### src/hdl/scf_pkg.sv
package scf_pkg;
   localparam int unsigned SCF_DATA_W = 16;
   localparam int unsigned SCF_ALARM_W = 8;
   // software clear control bit positions
   localparam int unsigned SCF_CLR_COMPLETE_RESET_CMD = 6;
   localparam int unsigned SCF_CLR_COMPLETE_RESET_ARM = 5;
   localparam int unsigned SCF_CLR_ALARM_THRESHOLD = 4;
   localparam int unsigned SCF_CLR_AVERAGING_MEMORY = 3;
   localparam int unsigned SCF_CLR_SAMPLE_QUEUE = 2;
   localparam int unsigned SCF_CLR_CH2_CONVERTER = 1;
   localparam int unsigned SCF_CLR_CH1_CONVERTER = 0;
   // status flag bit positions
   localparam int unsigned SCF_FLG_ALU_BUSY = 11;
   localparam int unsigned SCF_FLG_RESTART = 10;
   localparam int unsigned SCF_FLG_QUEUE_EMPTY = 9;
   localparam int unsigned SCF_FLG_QUEUE_OVERFLOW = 8;
   localparam int unsigned SCF_FLG_CH2_CURRENT_HIGH = 7;
   localparam int unsigned SCF_FLG_CH2_CURRENT_LOW = 6;
   localparam int unsigned SCF_FLG_CH2_TEMP_HIGH = 5;
   localparam int unsigned SCF_FLG_CH2_TEMP_LOW = 4;
   localparam int unsigned SCF_FLG_CH1_CURRENT_HIGH = 3;
   localparam int unsigned SCF_FLG_CH1_CURRENT_LOW = 2;
   localparam int unsigned SCF_FLG_CH1_TEMP_HIGH = 1;
   localparam int unsigned SCF_FLG_CH1_TEMP_LOW = 0;
   localparam int unsigned SCF_FLG_RSVD_LSB = 12;
   // reset values
   localparam logic SCF_ARM_RST = 1'b0;
   localparam logic SCF_PULSE_RST = 1'b0;
   localparam logic SCF_RESTART_RST = 1'b0;
   localparam logic SCF_OVERFLOW_RST = 1'b0;
   localparam logic [SCF_ALARM_W-1:0] SCF_ALARM_RST = 8'h00;
   localparam logic [SCF_DATA_W-1:0] SCF_WORD_RST = 16'h0000;
   localparam logic [3:0] SCF_RSVD_VALUE = 4'h0;
   // tag placed in the upper nibble of a read from an empty queue
   localparam logic [3:0] SCF_EMPTY_QUEUE_TAG = 4'hF;
endpackage

### src/hdl/scf_soft_clear_and_flag_status.sv
`timescale 1ns/1ps
`default_nettype none
module scf_soft_clear_and_flag_status
   import scf_pkg::*;
(
   input wire logic core_clk_in,
   input wire logic srst_in,
   input wire logic clr_wr_in,
   input wire logic [SCF_DATA_W-1:0] clr_wdata_in,
   input wire logic flag_rd_in,
   output logic [SCF_DATA_W-1:0] flag_rdata_out,
   input wire logic queue_empty_rd_in,
   output logic [SCF_DATA_W-1:0] queue_empty_word_out,
   input wire logic alu_busy_in,
   input wire logic queue_is_empty_in,
   input wire logic queue_overflow_in,
   input wire logic queue_is_full_in,
   input wire logic queue_word_out_in,
   input wire logic lut_stream_mode_in,
   input wire logic die_temp_on_second_channel_in,
   input wire logic die_temp_alarm_high_in,
   input wire logic die_temp_alarm_low_in,
   input wire logic ch2_current_over_high_in,
   input wire logic ch2_current_over_low_in,
   input wire logic ch2_temp_over_high_in,
   input wire logic ch2_temp_over_low_in,
   input wire logic ch1_current_over_high_in,
   input wire logic ch1_current_over_low_in,
   input wire logic ch1_temp_over_high_in,
   input wire logic ch1_temp_over_low_in,
   output logic complete_reset_out,
   output logic alarm_threshold_clear_out,
   output logic averaging_memory_clear_out,
   output logic sample_queue_clear_out,
   output logic ch2_converter_clear_out,
   output logic ch1_converter_clear_out
);

   logic complete_reset_arm_q, complete_reset_arm_d;
   logic complete_reset_q, complete_reset_d;
   logic alarm_clr_q, avg_clr_q, queue_clr_q, ch2_clr_q, ch1_clr_q;
   logic restart_q, restart_d;
   logic overflow_q, overflow_d;
   logic [SCF_ALARM_W-1:0] alarm_q, alarm_d;
   logic [SCF_DATA_W-1:0] flag_rdata_q, empty_word_q;

   // write decode of the software clear control register
   wire wr_cmd = clr_wr_in & clr_wdata_in[SCF_CLR_COMPLETE_RESET_CMD];
   wire wr_arm = clr_wr_in & clr_wdata_in[SCF_CLR_COMPLETE_RESET_ARM];
   wire fire_reset = wr_cmd & complete_reset_arm_q;
   // any write re-evaluates the arm, so only the write just before the command arms it
   assign complete_reset_arm_d = clr_wr_in ? (wr_arm & ~wr_cmd) : complete_reset_arm_q;
   assign complete_reset_d = fire_reset;

   // one-cycle clear strobes, one per written bit
   wire wr_alarm_clr = clr_wr_in & clr_wdata_in[SCF_CLR_ALARM_THRESHOLD];
   wire wr_avg_clr = clr_wr_in & clr_wdata_in[SCF_CLR_AVERAGING_MEMORY];
   wire wr_queue_clr = clr_wr_in & clr_wdata_in[SCF_CLR_SAMPLE_QUEUE];
   wire wr_ch2_clr = clr_wr_in & clr_wdata_in[SCF_CLR_CH2_CONVERTER];
   wire wr_ch1_clr = clr_wr_in & clr_wdata_in[SCF_CLR_CH1_CONVERTER];

   // alarm flag sources; die sensor replaces channel 2 current in that mode
   wire [SCF_ALARM_W-1:0] alarm_set = {
      die_temp_on_second_channel_in ? die_temp_alarm_high_in : ch2_current_over_high_in,
      die_temp_on_second_channel_in ? die_temp_alarm_low_in : ch2_current_over_low_in,
      ch2_temp_over_high_in,
      ch2_temp_over_low_in,
      ch1_current_over_high_in,
      ch1_current_over_low_in,
      ch1_temp_over_high_in,
      ch1_temp_over_low_in
   };
   // read and alarm clear both drop flags, a same-cycle event wins
   wire alarm_drop = flag_rd_in | alarm_clr_q | complete_reset_q;
   assign alarm_d = alarm_set | (alarm_q & {SCF_ALARM_W{~alarm_drop}});

   assign restart_d = complete_reset_q | (restart_q & ~flag_rd_in);

   wire ovf_adc = queue_overflow_in | (overflow_q & ~flag_rd_in);
   wire ovf_lut = queue_is_full_in | (overflow_q & ~queue_word_out_in);
   assign overflow_d = lut_stream_mode_in ? ovf_lut : ovf_adc;

   // live view of the status flag register
   wire [SCF_DATA_W-1:0] flag_value = {
      SCF_RSVD_VALUE,
      alu_busy_in,
      restart_q,
      queue_is_empty_in,
      overflow_q,
      alarm_q
   };
   wire [SCF_DATA_W-1:0] empty_word = {SCF_EMPTY_QUEUE_TAG,
      flag_value[SCF_FLG_RSVD_LSB-1:0]};

   always_ff @(posedge core_clk_in) begin
      if (srst_in) begin
         complete_reset_arm_q <= SCF_ARM_RST;
         complete_reset_q <= SCF_PULSE_RST;
         alarm_clr_q <= SCF_PULSE_RST;
         avg_clr_q <= SCF_PULSE_RST;
         queue_clr_q <= SCF_PULSE_RST;
         ch2_clr_q <= SCF_PULSE_RST;
         ch1_clr_q <= SCF_PULSE_RST;
      end else begin
         complete_reset_arm_q <= complete_reset_arm_d;
         complete_reset_q <= complete_reset_d;
         alarm_clr_q <= wr_alarm_clr;
         avg_clr_q <= wr_avg_clr;
         queue_clr_q <= wr_queue_clr;
         ch2_clr_q <= wr_ch2_clr;
         ch1_clr_q <= wr_ch1_clr;
      end
   end

   always_ff @(posedge core_clk_in) begin
      if (srst_in) begin
         restart_q <= SCF_RESTART_RST;
         overflow_q <= SCF_OVERFLOW_RST;
         alarm_q <= SCF_ALARM_RST;
      end else begin
         restart_q <= restart_d;
         overflow_q <= overflow_d;
         alarm_q <= alarm_d;
      end
   end

   // read data is captured so the host sees the value from before the clear
   always_ff @(posedge core_clk_in) begin
      if (srst_in) begin
         flag_rdata_q <= SCF_WORD_RST;
         empty_word_q <= SCF_WORD_RST;
      end else begin
         if (flag_rd_in) begin
            flag_rdata_q <= flag_value;
         end
         if (queue_empty_rd_in) begin
            empty_word_q <= empty_word;
         end
      end
   end

   assign flag_rdata_out = flag_rdata_q;
   assign queue_empty_word_out = empty_word_q;
   assign complete_reset_out = complete_reset_q;
   assign alarm_threshold_clear_out = alarm_clr_q;
   assign averaging_memory_clear_out = avg_clr_q;
   assign sample_queue_clear_out = queue_clr_q;
   assign ch2_converter_clear_out = ch2_clr_q;
   assign ch1_converter_clear_out = ch1_clr_q;
endmodule
`default_nettype wire

### config.mk
export PLATFORM = sky130hd
export DESIGN_NAME = scf_soft_clear_and_flag_status
export DESIGN_NICKNAME = d
export VERILOG_FILES = /design/src/hdl/scf_pkg.sv /design/src/hdl/scf_soft_clear_and_flag_status.sv
export SDC_FILE = /design/constraint.sdc
export NUM_CORES = 1
export LEC_CHECK = 0
export CORE_MARGIN = 1.5
export CORE_UTILIZATION = 52
export CTS_CLUSTER_DIAMETER = 30
export DETAILED_ROUTE_END_ITERATION = 16
export DONT_BUFFER_PORTS = 1
export HOLD_SLACK_MARGIN = 0.15
export PLACE_DENSITY_LB_ADDON = 0.12
export REMOVE_ABC_BUFFERS = 1
export SLEW_MARGIN = 40
export SYNTH_ARGS = -nofsm -noshare
export SYNTH_HDL_FRONTEND = slang
export SYNTH_SLANG_ARGS = --single-unit
### constraint.sdc
create_clock -name core_clk_in -period 2.7 [get_ports core_clk_in]
set_input_delay 0.27 -clock core_clk_in [delete_from_list [all_inputs] [get_ports core_clk_in]]
set_output_delay 0.27 -clock core_clk_in [all_outputs]
set_load 0.02 [all_outputs]
==> flow_metrics.py <==
metrics = {
    "clock_tree": {
        "cts_made_buffers": 5,
        "clk_pin_slew_ns": 0.12,
        "hold_buffers": 27,
        "cts_tree": "yes",
        "cts_resized": 0,
        "cts.path.max_buffers": 2,
        "cts.sinks": 42,
        "postCtsSetupRepairBufs": 0,
        "clock_latency_ns": 0.34,
        "htree_levels": 2,
        "clockRootBuffer": "clkbuf_4",
    },
    "logic_synthesis": {
        "yosysUniqueCellTypes": 18,
        "ys_seq_elements": 42,
        "synth-seq-area-share": 0.5432,
        "yosysTopAreaCell": "dfxtp_1",
        "syn_area_per_cell_um2": 10.32,
        "yosys_warnings": 0,
        "synth_top_area_frac": 0.5432,
        "synthTopCellsByArea": "dfxtp_1 (54%), mux2i_1 (17%), nor2_1 (6.5%)",
        "syn_area_um2": 1548,
        "synthCells": 150,
    },
    "final_layout": {
        "postLayoutCellArea_um2": 1886,
        "largest_reg_flops": 13,
        "finalNonFillerCells": 204,
        "nets": 210,
        "utilization": 0.6779,
        "n_antenna_cell": 0,
        "mostFrequentLayoutCells": "dfxtp_1 (42), nor2_1 (27), mux2i_1 (26)",
        "layout_commonest_cell": "dfxtp_1",
        "drive_gt1_frac": 0.06358,
        "syn2layout_area_growth_pct": 21.83,
    },
    "sta": {
        "slew_headroom": 0.4737,
        "setup_tns_ns": 0,
        "final.setup_skew_ns": 0.008262,
        "post-route-period-util": 0.7333,
        "finalHoldViolCount": 0,
        "fin_crit_ns": 1.980,
        "setup_viol": 0,
        "max_freq_ghz": 0.5051,
        "worst_slew_pin_slew_ns": 0.7884,
        "rsz0062_at_grt": "no",
        "drv_slew": 0,
    },
    "run_status": {
        "outcome": "complete, no violations",
    },
    "global_route": {
        "antenna_found_initial": 0,
        "use_met3": 0.06349,
        "overflow": 0,
        "busiest_layer": "met2",
        "grt_pass1_wl_mm": 5.464,
        "grt_pass1_vias": 1135,
        "grt_usage": 0.2197,
        "grt_start_max_net_pins": 37,
        "use_met1": 0.2586,
        "met2_usage": 0.3782,
    },
    "die": {
        "die_width_um": 57.56,
        "initial_core_util": 0.5565,
        "die_h_um": 57.56,
        "ios": 76,
        "dieArea_um2": 3313,
        "core_um2": 2781,
        "num_rows": 19,
    },
    "worst_hold_path": {
        "hold_class": "primary input to flip-flop",
        "worst_hold_path.endpoint": "sample_queue_clear_out",
        "min_from": "srst_in",
        "hold_depth": 2,
    },
    "routing": {
        "drcViolationCount": 0,
        "via_per_inst": 5.363,
        "first_pass_iters": 4,
        "vias": 1094,
        "wire_per_inst_um": 15.95,
        "antenna_left": 0,
        "drt_iter0_markers": 49,
        "routed_wl_mm": 3.253,
    },
    "placement": {
        "place_area_um2": 1504,
        "io_buffer_count": 0,
        "place_hpwl_mm": 1.773,
        "gp_congestion": 0.6425,
        "dp_cells": 169,
    },
    "pwr": {
        "power_density_nw_per_um2": 702.8,
        "ir_drop_mv": 0.6866,
        "power.total_uw": 1325,
        "p_leak_uw": 0.0008386,
    },
    "worst_setup_path": {
        "crit_chain": "dlygate4sd3_1, nor2_1, dlygate4sd3_1, a221oi_1, dlygate4sd3_1",
        "cpPeakStageDelay_ns": 0.57,
        "worstPathArrival_ns": 2.28,
        "crit_path_top_delay_cell": "dlygate4sd3_1",
        "cp_max_fo": 2,
        "r2r_slack_ns": 0.87,
        "path_class": "primary input to flip-flop",
        "regToRegStartpoint": "complete_reset_out",
        "crit_path_end_kind": "flip-flop",
        "cp.required_ns": 3.00,
        "critPathMostFrequentCell": "dlygate4sd3_1",
        "worst_r2r_endpoint": "alarm_q[5]",
        "start_kind": "primary input",
        "r2r_cells": 3,
    },
    "run": {
        "drv_cap": 0,
    },
}
critical path, delay by kind of cell:
family	cells	cell delay (ns)
AO/OA/AOI/OAI	1	0.24
buffers and inverters	3	1.70
AND/OR/NAND/NOR	1	0.06
power by group:
group | internal, µW | switching [µW] | total [µW] | leakage [µW]
sequential | 650 | 51.6 | 702 | 0.000345
combinational | 60.5 | 48.4 | 109 | 0.000435
clock | 314 | 201 | 514 | 0.0000585
total | 1020 | 301 | 1330 | 0.000839
cells by family (layout without fill, tap and decap cells):
group | count (synthesis) | count (layout) | share of synthesized area
other cells | 1 | 4 | 0.002423
flops | 42 | 42 | 0.5433
compound gates | 11 | 11 | 0.03800
simple gates | 48 | 48 | 0.1706
buf+inv | 22 | 42 | 0.07761
mux | 26 | 26 | 0.1681
cells in the mapped netlist:
cell type  instances
a21oi_1           10
a221oi_1           1
and2_1             5
and3_1             1
buf_1              2
buf_2              3
buf_4              7
buf_6              1
clkbuf_1           2
conb_1             1
dfxtp_1           42
inv_1              7
mux2i_1           26
nand2b_1           4
nand3b_1           1
nor2_1            27
nor2b_1            2
or4b_1             8
worst max-delay path by stage:
stage,cells after the start,from,end
2_1_floorplan,2,complete_reset_out,alarm_q[0]
3_3_place_gp,2,complete_reset_out,alarm_q[3]
3_5_place_dp,2,complete_reset_out,alarm_q[3]
4_1_cts,4,flag_rd_in,alarm_q[7]
5_1_grt,5,lut_stream_mode_in,overflow_q
6_report,5,lut_stream_mode_in,overflow_q
per-stage QoR:
step / hold slack (ns) / worst slack (ns)
CTS: 0.1610 / 0.5460
detailed placement: 0.3449 / 1.431
floorplan: 0.3391 / 1.581
global route: 0.1679 / 0.6821
finish: 0.1764 / 0.7201
global placement: 0.3427 / 1.450
area by class of cell:
class,count,area [µm²]
inverter,7,26.28
tap,31,38.79
clock inverter,2,60.06
clock buffer,6,51.30
fill,229,895.9
sequential,42,840.8
timing repair buffer,27,270.3
multi-input combinational,89,598.1
routing by layer:
metal  routed length (µm)  share of wire
met1                 1305           0.40
met2                 1646           0.51
met3                  260          0.080
met4                   41          0.013
met5                    0              0
Power figures use the tool's default switching activity.
